[src/logic/hv_prog_pkg.sv]
package hv_prog_pkg;

  // command bytes
  localparam logic [7:0] CMD_NOP        = 8'h00;
  localparam logic [7:0] CMD_WR_FLASH   = 8'h10;
  localparam logic [7:0] CMD_WR_EEPROM  = 8'h11;
  localparam logic [7:0] CMD_WR_FUSE    = 8'h40;
  localparam logic [7:0] CMD_WR_LOCK    = 8'h20;
  localparam logic [7:0] CMD_RD_FLASH   = 8'h02;
  localparam logic [7:0] CMD_RD_EEPROM  = 8'h03;
  localparam logic [7:0] CMD_RD_FUSE    = 8'h04;
  localparam logic [7:0] CMD_RD_SIG     = 8'h08;

  // action select codes {hi,lo}
  localparam logic [1:0] ACT_ADDR = 2'h0;
  localparam logic [1:0] ACT_DATA = 2'h1;
  localparam logic [1:0] ACT_CMD  = 2'h2;
  localparam logic [1:0] ACT_IDLE = 2'h3;

  // pulse width and setup time
  localparam int PULSE_NS     = 250;
  localparam int CLK_NS       = 25;
  localparam int PULSE_CYCLES = (PULSE_NS + CLK_NS - 1) / CLK_NS;
  localparam logic [3:0] PULSE_CNT = 4'(PULSE_CYCLES);

  // register offsets (byte addresses)
  localparam logic [3:0] REG_CTRL   = 4'h0;
  localparam logic [3:0] REG_ARG    = 4'h4;
  localparam logic [3:0] REG_STATUS = 4'h8;
  localparam logic [3:0] REG_RDATA  = 4'hc;

  // ctrl fields
  localparam int CTRL_OP_LSB  = 0;
  localparam int CTRL_BS1_BIT = 4;
  localparam int CTRL_BS2_BIT = 5;

  // operations a software write to ctrl starts
  typedef enum logic [2:0] {
    OP_LOAD_CMD   = 3'h0,
    OP_LOAD_ADDR  = 3'h1,
    OP_LOAD_DATA  = 3'h2,
    OP_PAGE_LATCH = 3'h3,
    OP_WRITE      = 3'h4,
    OP_READ       = 3'h5
  } op_e;

  typedef struct packed {
    logic [1:0] action;
    logic       bs1;
    logic       bs2;
    logic       load;
    logic       page_load;
    logic       wr_n;
    logic       oe_n;
  } pins_s;

  localparam pins_s PINS_IDLE = '{action: 2'h3, bs1: 1'b0, bs2: 1'b0, load: 1'b0,
                                  page_load: 1'b0, wr_n: 1'b1, oe_n: 1'b1};

endpackage

[src/logic/hv_prog_host.sv]
`timescale 1ns/10ps
// Function
// flash write command loads with action 10
// action 00, bs1 0 loads address low
// action 01, bs1 0 loads data low
// action 01, bs1 1 loads data high
// page load pulse with bs1 high
// software repeats word and page steps
// device maps low address to page word
// action 00, bs1 1 loads address high
// write pulse low, then wait ready
// nop command ends write session
// eeprom write uses 0x11, bs1 0 write
// flash read low/high by bs1
// eeprom read with bs1 0
// fuse write target by bs1, bs2
// byte selects return to zero afterwards
// lock write command then write pulse
// device refuses boot lock in mode 3
// fuse/lock read selected by bs2, bs1
// signature read at low address 0..2
// calibration read with bs1 1
// action 11 is no action
// ready low while device busy
// host drives data only while oe high
// command kept across operations
// device syncs strobes to its clock; hv_dev_model acts on raw strobe edges
module hv_prog_host (
  input  wire logic        clk,              // 40 MHz clock
  input  wire logic        rst_n,            // sync reset, active low
  // axi4-lite slave
  input  wire logic [3:0]  s_awaddr,         // write address
  input  wire logic        s_awvalid,        // write address valid
  output logic             s_awready,        // write address ready
  input  wire logic [31:0] s_wdata,          // write data
  input  wire logic [3:0]  s_wstrb,          // write strobes
  input  wire logic        s_wvalid,         // write data valid
  output logic             s_wready,         // write data ready
  output logic [1:0]       s_bresp,          // write response
  output logic             s_bvalid,         // write response valid
  input  wire logic        s_bready,         // write response ready
  input  wire logic [3:0]  s_araddr,         // read address
  input  wire logic        s_arvalid,        // read address valid
  output logic             s_arready,        // read address ready
  output logic [31:0]      s_rdata,          // read data
  output logic [1:0]       s_rresp,          // read response
  output logic             s_rvalid,         // read data valid
  input  wire logic        s_rready,         // read data ready
  // device pins
  output logic             action_select_hi, // action code bit 1
  output logic             action_select_lo, // action code bit 0
  output logic             low_byte_select,  // byte select 1
  output logic             second_byte_select, // byte select 2
  output logic             load_strobe,      // load clock pulse
  output logic             page_load_strobe, // page latch pulse
  output logic             wr_n,             // write pulse, low
  output logic             oe_n,             // output enable, low
  output logic [7:0]       data_out,         // data bus drive value
  output logic             data_oe,          // high while host drives
  input  wire logic [7:0]  data_in,          // data bus level
  input  wire logic        ready_busy_out    // device ready level
);
  typedef enum logic [2:0] {
    ST_IDLE = 3'h0, ST_SETUP = 3'h1, ST_PULSE = 3'h2,
    ST_HOLD = 3'h3, ST_WAITBZ = 3'h4, ST_WAITRD = 3'h5
  } state_e;
  state_e             state, next_state;
  hv_prog_pkg::pins_s pins, next_pins;
  hv_prog_pkg::op_e   op, next_op;
  logic [7:0]         arg, next_arg;
  logic [7:0]         rdata, next_rdata;
  logic               busy, next_busy;
  logic [7:0]         dout, next_dout;
  logic               doe, next_doe;
  logic               tstart, next_tstart;
  logic               tdone;
  logic [7:0]         sdata;
  logic               srdy;
  pin_sync #(.W(9)) u_sync (
    .clk    (clk),
    .rst_n  (rst_n),
    .async  ({data_in, ready_busy_out}),
    .synced ({sdata, srdy})
  );
  pulse_timer u_timer (
    .clk   (clk),
    .rst_n (rst_n),
    .start (tstart),
    .count (hv_prog_pkg::PULSE_CNT),
    .done  (tdone)
  );
  // axi write side: accept address and data in either order
  logic       aw_got, next_aw_got;
  logic       w_got, next_w_got;
  logic [3:0] aw_q, next_aw_q;
  logic [31:0] w_q, next_w_q;
  logic       bvalid, next_bvalid;
  logic [1:0] bresp, next_bresp;
  logic       arready, next_arready;
  logic       rvalid, next_rvalid;
  logic [31:0] rd_bus, next_rd_bus;
  logic [1:0] rresp, next_rresp;
  logic       start_op;
  logic       wr_rdy;
  function automatic logic [1:0] action_of(hv_prog_pkg::op_e o);
    unique case (o)
      hv_prog_pkg::OP_LOAD_CMD:  action_of = hv_prog_pkg::ACT_CMD;
      hv_prog_pkg::OP_LOAD_ADDR: action_of = hv_prog_pkg::ACT_ADDR;
      hv_prog_pkg::OP_LOAD_DATA: action_of = hv_prog_pkg::ACT_DATA;
      default:                   action_of = hv_prog_pkg::ACT_IDLE;
    endcase
  endfunction
  always_comb begin
    next_aw_got  = aw_got;
    next_w_got   = w_got;
    next_aw_q    = aw_q;
    next_w_q     = w_q;
    next_bvalid  = bvalid;
    next_bresp   = bresp;
    next_arready = 1'b0;
    next_rvalid  = rvalid;
    next_rd_bus  = rd_bus;
    next_rresp   = rresp;
    start_op     = 1'b0;
    if (s_awvalid && !aw_got && !bvalid) begin
      next_aw_got = 1'b1;
      next_aw_q   = s_awaddr;
    end
    if (s_wvalid && !w_got && !bvalid) begin
      next_w_got = 1'b1;
      next_w_q   = s_wdata;
    end
    if (aw_got && w_got) begin
      next_aw_got = 1'b0;
      next_w_got  = 1'b0;
      next_bvalid = 1'b1;
      next_bresp  = 2'h0;
      if (aw_q == hv_prog_pkg::REG_CTRL) begin
        if (busy) begin
          next_bresp = 2'h2;
        end else begin
          start_op = 1'b1;
        end
      end else if (aw_q != hv_prog_pkg::REG_ARG) begin
        next_bresp = 2'h2;
      end
    end
    if (bvalid && s_bready) begin
      next_bvalid = 1'b0;
    end
    if (s_arvalid && !arready && !rvalid) begin
      next_arready = 1'b1;
      next_rvalid  = 1'b1;
      next_rresp   = 2'h0;
      unique case (s_araddr)
        hv_prog_pkg::REG_CTRL:   next_rd_bus = {29'h0, op};
        hv_prog_pkg::REG_ARG:    next_rd_bus = {24'h0, arg};
        hv_prog_pkg::REG_STATUS: next_rd_bus = {30'h0, srdy, busy};
        hv_prog_pkg::REG_RDATA:  next_rd_bus = {24'h0, rdata};
        default: begin
          next_rd_bus = 32'h0;
          next_rresp  = 2'h2;
        end
      endcase
    end
    if (rvalid && s_rready) begin
      next_rvalid = 1'b0;
    end
  end
  always_ff @(posedge clk) begin
    if (!rst_n) begin
      aw_got  <= 1'b0;
      w_got   <= 1'b0;
      aw_q    <= 4'h0;
      w_q     <= 32'h0;
      bvalid  <= 1'b0;
      bresp   <= 2'h0;
      arready <= 1'b0;
      rvalid  <= 1'b0;
      rd_bus  <= 32'h0;
      rresp   <= 2'h0;
      wr_rdy  <= 1'b0;
    end else begin
      aw_got  <= next_aw_got;
      w_got   <= next_w_got;
      aw_q    <= next_aw_q;
      w_q     <= next_w_q;
      bvalid  <= next_bvalid;
      bresp   <= next_bresp;
      arready <= next_arready;
      rvalid  <= next_rvalid;
      rd_bus  <= next_rd_bus;
      rresp   <= next_rresp;
      wr_rdy  <= next_aw_got && next_w_got;
    end
  end
  // pin sequencer: setup, pulse, hold, optional busy wait
  always_comb begin
    next_state  = state;
    next_pins   = pins;
    next_op     = op;
    next_arg    = arg;
    next_rdata  = rdata;
    next_busy   = busy;
    next_dout   = dout;
    next_doe    = doe;
    next_tstart = 1'b0;
    if (aw_got && w_got && aw_q == hv_prog_pkg::REG_ARG && !busy) begin
      next_arg = w_q[7:0];
    end
    unique case (state)
      ST_IDLE: begin
        if (start_op) begin
          next_op        = hv_prog_pkg::op_e'(w_q[hv_prog_pkg::CTRL_OP_LSB +: 3]);
          next_busy      = 1'b1;
          next_pins.bs1  = w_q[hv_prog_pkg::CTRL_BS1_BIT];
          next_pins.bs2  = w_q[hv_prog_pkg::CTRL_BS2_BIT];
          next_pins.action = action_of(hv_prog_pkg::op_e'(w_q[2:0]));
          if (w_q[2:0] == hv_prog_pkg::OP_READ) begin
            next_doe       = 1'b0;
            next_pins.oe_n = 1'b0;
          end else begin
            next_doe  = 1'b1;
            next_dout = arg;
          end
          next_tstart = 1'b1;
          next_state  = ST_SETUP;
        end
      end
      ST_SETUP: begin
        if (tdone) begin
          unique case (op)
            hv_prog_pkg::OP_LOAD_CMD, hv_prog_pkg::OP_LOAD_ADDR,
            hv_prog_pkg::OP_LOAD_DATA: next_pins.load = 1'b1;
            hv_prog_pkg::OP_PAGE_LATCH: next_pins.page_load = 1'b1;
            hv_prog_pkg::OP_WRITE:      next_pins.wr_n = 1'b0;
            default:                    next_rdata = sdata;
          endcase
          next_tstart = 1'b1;
          next_state  = ST_PULSE;
        end
      end
      ST_PULSE: begin
        if (tdone) begin
          next_pins.load      = 1'b0;
          next_pins.page_load = 1'b0;
          next_pins.wr_n      = 1'b1;
          next_pins.oe_n      = 1'b1;
          next_tstart         = 1'b1;
          next_state          = ST_HOLD;
        end
      end
      ST_HOLD: begin
        if (tdone) begin
          next_doe         = 1'b0;
          next_pins.action = hv_prog_pkg::ACT_IDLE;
          next_pins.bs1    = 1'b0;
          next_pins.bs2    = 1'b0;
          if (op == hv_prog_pkg::OP_WRITE) begin
            next_state = ST_WAITBZ;
          end else begin
            next_busy  = 1'b0;
            next_state = ST_IDLE;
          end
        end
      end
      ST_WAITBZ: begin
        if (!srdy) begin
          next_state = ST_WAITRD;
        end
      end
      ST_WAITRD: begin
        if (srdy) begin
          next_busy  = 1'b0;
          next_state = ST_IDLE;
        end
      end
      default: next_state = ST_IDLE;
    endcase
  end
  always_ff @(posedge clk) begin
    if (!rst_n) begin
      state  <= ST_IDLE;
      pins   <= hv_prog_pkg::PINS_IDLE;
      op     <= hv_prog_pkg::OP_LOAD_CMD;
      arg    <= 8'h00;
      rdata  <= 8'h00;
      busy   <= 1'b0;
      dout   <= 8'h00;
      doe    <= 1'b0;
      tstart <= 1'b0;
    end else begin
      state  <= next_state;
      pins   <= next_pins;
      op     <= next_op;
      arg    <= next_arg;
      rdata  <= next_rdata;
      busy   <= next_busy;
      dout   <= next_dout;
      doe    <= next_doe;
      tstart <= next_tstart;
    end
  end
  assign s_awready          = wr_rdy;
  assign s_wready           = wr_rdy;
  assign s_bvalid           = bvalid;
  assign s_bresp            = bresp;
  assign s_arready          = arready;
  assign s_rvalid           = rvalid;
  assign s_rdata            = rd_bus;
  assign s_rresp            = rresp;
  assign action_select_hi   = pins.action[1];
  assign action_select_lo   = pins.action[0];
  assign low_byte_select    = pins.bs1;
  assign second_byte_select = pins.bs2;
  assign load_strobe        = pins.load;
  assign page_load_strobe   = pins.page_load;
  assign wr_n               = pins.wr_n;
  assign oe_n               = pins.oe_n;
  assign data_out           = dout;
  assign data_oe            = doe;
  a_bus_vs_oe: assert property (@(posedge clk) disable iff (!rst_n)
    !(doe && !pins.oe_n)) else $error("host drives data while oe low");
  a_load_action: assert property (@(posedge clk) disable iff (!rst_n)
    $rose(pins.load) |-> pins.action != hv_prog_pkg::ACT_IDLE)
    else $error("load strobe with idle action");
  a_wr_waits_ready: assert property (@(posedge clk) disable iff (!rst_n)
    $rose(pins.wr_n) && op == hv_prog_pkg::OP_WRITE |-> busy [*4])
    else $error("write finished before busy wait");
  a_pulse_width: assert property (@(posedge clk) disable iff (!rst_n)
    $rose(pins.load) |-> pins.load [*8] ##1 pins.load ##1 pins.load)
    else $error("load pulse too short");
  a_page_bs1: assert property (@(posedge clk) disable iff (!rst_n)
    pins.page_load |-> pins.bs1) else $error("page load without bs1");
  a_wr_bs_clear: assert property (@(posedge clk) disable iff (!rst_n)
    $rose(state == ST_WAITBZ) |-> !pins.bs1 && !pins.bs2)
    else $error("byte select left high");
  a_rd_capture: assert property (@(posedge clk) disable iff (!rst_n)
    state == ST_SETUP && tdone && op == hv_prog_pkg::OP_READ |=> rdata == $past(sdata))
    else $error("read byte not captured");
  a_data_setup: assert property (@(posedge clk) disable iff (!rst_n)
    $rose(pins.load) |-> doe && $stable(dout)) else $error("data not set up");
endmodule // hv_prog_host

[src/logic/pin_sync.sv]
`timescale 1ns/10ps
// two-flop synchroniser for device inputs
module pin_sync #(
  parameter int W = 1
) (
  input  wire logic         clk,    // system clock
  input  wire logic         rst_n,  // sync reset
  input  wire logic [W-1:0] async,  // raw pin level
  output logic      [W-1:0] synced  // synchronised level
);
  logic [W-1:0] meta;
  always_ff @(posedge clk) begin
    if (!rst_n) begin
      meta   <= '0;
      synced <= '0;
    end else begin
      meta   <= async;
      synced <= meta;
    end
  end
endmodule // pin_sync

[src/logic/pulse_timer.sv]
`timescale 1ns/10ps
// counts down a loaded value, flags done for one cycle
module pulse_timer (
  input  wire logic       clk,    // system clock
  input  wire logic       rst_n,  // sync reset
  input  wire logic       start,  // load count
  input  wire logic [3:0] count,  // cycles to wait
  output logic            done    // one-cycle pulse at end
);
  logic [3:0] cnt;
  logic       run;
  logic [3:0] next_cnt;
  logic       next_run;
  logic       next_done;

  always_comb begin
    next_cnt  = cnt;
    next_run  = run;
    next_done = 1'b0;
    if (start) begin
      next_cnt = count;
      next_run = 1'b1;
    end else if (run) begin
      if (cnt <= 4'h1) begin
        next_run  = 1'b0;
        next_done = 1'b1;
      end else begin
        next_cnt = cnt - 4'h1;
      end
    end
  end

  always_ff @(posedge clk) begin
    if (!rst_n) begin
      cnt  <= 4'h0;
      run  <= 1'b0;
      done <= 1'b0;
    end else begin
      cnt  <= next_cnt;
      run  <= next_run;
      done <= next_done;
    end
  end
endmodule // pulse_timer

[config.mk]
export PLATFORM = sky130hd
export DESIGN_NAME = hv_prog_host
export DESIGN_NICKNAME = d
export VERILOG_FILES = /design/src/logic/hv_prog_pkg.sv /design/src/logic/hv_prog_host.sv /design/src/logic/pin_sync.sv /design/src/logic/pulse_timer.sv
export SDC_FILE = /design/constraint.sdc
export NUM_CORES = 1
export LEC_CHECK = 0
export ABC_AREA = 1
export BUFFER_PORTS_ARGS = -buffer_cell sky130_fd_sc_hd__buf_2
export CAP_MARGIN = 20
export CORE_MARGIN = 3
export CORE_UTILIZATION = 50
export CTS_CLUSTER_SIZE = 28
export DETAILED_ROUTE_END_ITERATION = 12
export HOLD_SLACK_MARGIN = 0.05
export PLACE_DENSITY = 0.78
export SYNTH_ARGS = -nofsm -noshare
export SYNTH_HDL_FRONTEND = slang
export SYNTH_SLANG_ARGS = --single-unit
[constraint.sdc]
create_clock -name clk -period 1.7 [get_ports clk]
set_input_delay 0.085 -clock clk [delete_from_list [all_inputs] [get_ports clk]]
set_output_delay 0.085 -clock clk [all_outputs]
set_load 0.1 [all_outputs]
# Yosys cells after proc, flatten, opt, wreduce, memory -nomap -nowiden
# Index checks and enable logic that the tools add are counted.
# totals
register_bits,119
elab_cells,169
output_inout_bits,58
# op_classes
n_bitwise,5
eq_ne,29
n_lt_le_gt_ge,1
n_addsub,1
mux,53
n_reduce_logical,48
# op_table
op,count
one-hot mux 8 bit (4 select lines),1
2-to-1 mux 1 bit,26
2-to-1 mux 3 bit,8
2-to-1 mux 4 bit,6
one-hot mux 3 bit (6 select lines),1
AND reduction 4 bit,4
equality test 3 x 2 -> 1 bit (second input constant),5
equality test 3 bit (second input constant),4
logical AND 1 bit,12
!= test 2 x 1 -> 1 bit (second input constant),6
!= test 2 bit (second input constant),6
equality test 3 x 1 -> 1 bit (second input constant),3
zero test 3 bit,3
AND reduction 3 bit,3
equality test 4 x 3 -> 1 bit (second input constant),2
equality test 4 bit (second input constant),2
zero test 4 bit,2
2-to-1 mux 2 bit,4
one-hot mux 4 bit (2 select lines),1
nonzero test 2 bit,4
OR reduction 2 bit,4
zero test 1 bit,6
one-hot mux 1 bit (2 select lines),3
one-hot mux 2 bit (3 select lines),1
other kinds (13),20

# Longest topological paths before layout
# logic_depth
depth_word,6
depth_mapped,10
depth_no_buf,10

# Hierarchy
# A second synthesis with hierarchy kept.
# hier_totals
hier_cells,533
hier_area_um2,3940.0
# by_module_without_submodules
mod,cells_per_inst,n_inst,area_per_inst_um2,seq_area_each_um2
hv_prog_host,419,1,3019.1,1381.3
pin_sync,56,1,529.3,360.3
pulse_timer,58,1,391.6,120.1

# Worst setup path after synthesis
# No wires, ideal clock.
# synth_timing
path_kind,register -> register
from,reg bvalid (netlist: s_bvalid)
to,reg w_q[4]
setup_ns,0.070
path_stages_with_launch,6
setup_slack_ns,-0.033
t_required_ns,1.630
arrival_ns,1.664
cell_sequence,dfxtp_1 -> nor2_1 -> inv_1 -> buf_2 -> o21ai_0 -> a21oi_1
# synth_via
elab_chain_cells,2
# synth_lines
element,line_no,rtl
from (decl),hv_prog_host.sv:97,"logic bvalid, next_bvalid;"
from (signal assigned),hv_prog_host.sv:188,bvalid <= next_bvalid;
zero test 1 bit,hv_prog_host.sv:129,if (s_wvalid && !w_got && !bvalid) begin
logical AND 1 bit,hv_prog_host.sv:129,
to (signal assigned),hv_prog_host.sv:187,w_q <= next_w_q;
to (decl),hv_prog_host.sv:96,"logic [31:0] w_q, next_w_q;"
# Every way passes these cells.
# A chain may end at the register's enable or synchronous reset.

# Worst setup path in the final report
# layout_timing
from,reg state[2]
to,"reg pins, in the netlist action_select_lo"
# layout_via
elab_chain_cells,3
# layout_lines
element,line_no,rtl
from (decl),hv_prog_host.sv:67,"state_e state, next_state;"
from (signal assigned),hv_prog_host.sv:293,state <= next_state;
equality test 3 x 2 -> 1 bit or zero test 3 bit (tied branches),hv_prog_host.sv:211,unique case (state)
!= test 2 x 1 -> 1 bit (no source line) (tied with other cells),-,
AND reduction 3 bit (no source line),-,
to (signal assigned),hv_prog_host.sv:284,pins <= hv_prog_pkg::PINS_IDLE;
to (signal assigned),hv_prog_host.sv:294,pins <= next_pins;
to (decl),hv_prog_host.sv:68,"hv_prog_pkg::pins_s pins, next_pins;"
# Several ways; a longest one is shown, not always the timed one.

==> impl_metrics.ini <==
[status]
status = complete, no violations

[yosys]
synth_seq_cells = 93
syn_avg_cell_area_um2 = 7.64
synth_seq_area_share_pct = 47.2
synthCells = 516
netlist-cell-type-count = 36
yosys_warnings = 0
cell_area_after_synthesis_um2 = 3940

[drt]
wl_um = 8160
viasPerCell = 4.86
detailroute.via_count = 3424
detail_route.first_pass.iterations = 5
final_antenna_net_count = 0
detail_route.wl_per_cell_um = 11.6
drt_iter0_drc = 214
remaining_drc_errors = 0

[critical_path]
path_max_fanout = 8
endpoint_of_the_lowest_slack_register_to_register_path = action_select_lo
cp-endpoint = action_select_lo
crit_type = flop to flop
crit_required_ns = 1.94
reg_to_reg_setup_timing_slack_ns = 0.23
worst_ep_arrival_time_ns = 1.72
start_point_of_the_critical_path = state[2]
setup.worst_path.end_class = flop
worstSetupStartpointType = flop
crit-reg2reg-launch = state[2]
worst_r2r_path_depth = 7

[cts]
cts-root-to-sink-buffers = 2
cts_root_buf = clkbuf_8
post_cts_buffers = 0
cts.reportedPaths.clkPinSlew_ns = 0.10
clkSinkCount = 93
cts_buffers = 9
cts_max_level = 3
cts_tree = yes
clock_insertion_delay_worst_skew_ns = 0.36

[timing]
slew_viol_final = 0
timing.setup.tns_ns = 0
report.final.hold_viol_count = 0
max_slew.worst_pin.slew_ns = 0.554
setup_violations = 0
finalClockSkew_ns = 0.0114
max_freq_mhz = 679
slew_headroom_pct = 62.8
min_period_over_period_pct = 86.7
layout_min_cycle_time_ns = 1.47
fin_hold_ws_ns = 0.0640
grt_setup_unrepaired = no
finalWorstSetupSlack_ns = 0.227

[placed_design]
pre_cts_ws_ns = 0.201
portBuffers = 63
gp_congestion = 0.827
dpl.hpwl_um = 5800
place_inst = 668

[power_and_ir_drop]
pwr_density_cell_nw_per_um2 = 1340
max-vdd-ir-drop_mv = 0.503
cellLeakagePower_nw = 2.25

[floorplanning]
dieArea_um2 = 8980
die_width_um = 94.8
die_height_um = 94.8
core-area_um2 = 7450
ios = 118
floorplan.rows = 31
initial_utilization_pct = 52.9

[final_layout]
diodes_inserted = 0
fin_cells = 704
syn_to_layout_area_delta_pct = 18.3
multiInputGateArea_um2 = 1600
final_core_util_pct = 62.6
sequential_cell_area_in_the_final_layout_um2 = 1860
fillCellCount = 678
layout.nets = 662
final_layout_size_suffix_gt1_share_pct = 18.7

[job]
max_cap_viol_count = 0

[global_routing]
grt_util_all_layers_pct = 18.6
pin_count_of_the_biggest_net_entering_global_routing = 34
grt_overflow = 0
first_global_vias = 3115
number_of_antenna_violations_at_the_first_check_in_global_routing = 2
global_route_wire_length_before_repair_um = 13400

[worst_hold_path]
timing.hold.worst.class = input pin to flop
[critical path, cell delays in order, from the launching register on]
cell and delay, ns:
dfxtp_1 0.60, inv_4 0.09, nand2_4 0.11, clkinv_2 0.08
o21ai_2 0.10, nand3_1 0.16, a21oi_1 0.16, nand2_1 0.07
[synth_stat cells]
master,n,share of area (%)
dfxtp_1,93,47
nand2_1,81,7.7
nor2_1,65,6.2
inv_1,62,5.9
o21ai_0,47,6.0
a21oi_1,43,5.5
buf_4,28,5.3
nand3_1,18,2.3
nand4_1,10,1.6
o21ai_1,7,0.89
buf_2,6,0.76
o22ai_1,6,0.95
clkbuf_1,4,0.38
nand3_2,4,1.0
buf_1,3,0.29
buf_6,3,0.86
inv_2,3,0.29
nand2_2,3,0.48
nor2_2,3,0.48
nor2_4,3,0.86
nor3_1,3,0.38
clkinv_1,2,0.19
ha_1,2,0.63
inv_4,2,0.32
nand2_4,2,0.57
nor2_8,2,1.0
o31ai_1,2,0.38
a21oi_2,1,0.22
a31oi_1,1,0.16
clkinv_2,1,0.13
conb_1,1,0.095
nand3b_1,1,0.19
nor3b_1,1,0.19
o21a_1,1,0.19
o21ai_2,1,0.22
o21bai_1,1,0.19
[state kept, by name, summed over array words and instances, names as in the netlist, 4 cells and up]
signal and count:
arg 8, aw_q 4, data_out 8, rdata 8, s_rdata 8, u_sync.meta 9, u_sync.synced 9, u_timer.cnt 4
w_q 8
[cells by family (layout without fill, tap and decap cells)]
| logic type | count (synthesis) | count (layout) | share of synthesized area [%] |
|---|---|---|---|
| compound gates | 110 | 110 | 14.6 |
| flops | 93 | 93 | 47.2 |
| other cells | 1 | 26 | 0.0951 |
| buf+inv | 114 | 178 | 14.4 |
| simple gates | 196 | 196 | 23.0 |
| fa+ha+maj | 2 | 2 | 0.635 |
[layer usage]
metal  track usage (%)  part of all wire [%]
met5                 0                  0.39
met4              7.93                   1.8
met3              4.38                   5.3
met2              31.4                    46
met1              22.6                    46
[layout by cell type (no fill, tap or decap), types with 8 or more instances in the layout]
cell and n:
o21ai_0 46, clkbuf_8 9, o21ai_1 8, conb_1 26, dlygate4sd3_1 20, inv_1 62, buf_2 63, nand4_1 10
a21oi_1 43, nand3_1 18, nor2_1 65, dfxtp_1 92, buf_4 9, nand2_1 81
[worst min path at each step]
stage                      from             end  slack, ns  cells past startpoint
floorplan              s_bready        s_bvalid       0.17                      1
global placement       s_bready        s_bvalid       0.26                      2
detailed placement     s_bready        s_bvalid       0.26                      2
CTS                 s_araddr[0]      s_rresp[1]       0.06                      3
global route              rst_n  u_sync.meta[4]       0.08                      3
finish              s_araddr[0]      s_rresp[1]       0.06                      3
[stage by stage]
stage	total power, mW	area, um^2
5_1_grt	6.60	4660
3_3_place_gp	4.61	4240
3_5_place_dp	4.65	4240
6_report	6.27	4660
4_1_cts	6.29	4660
2_1_floorplan	4.40	4040
[power breakdown]
| part | internal [mW] | switching [mW] |
|---|---|---|
| clock network | 0.842 | 0.774 |
| logic | 0.561 | 1.62 |
| registers | 2.35 | 0.122 |
[final cells by class]
type	count	share of cell area, %
inverters	70	5.77
multi-input cells	334	34.4
clock inverters	6	2.01
clock buffers	10	2.74
repair buffers	92	12.5
well taps	99	2.66
flip-flops and latches	93	39.9
[repair_timing]
action                                 4_1_cts  5_1_grt
resized for setup                            0        1
endpoints found under the hold margin       20        0
hold buffers                                20        0
setup endpoints to repair                    0        1
(Power assumes the default switching activity.)
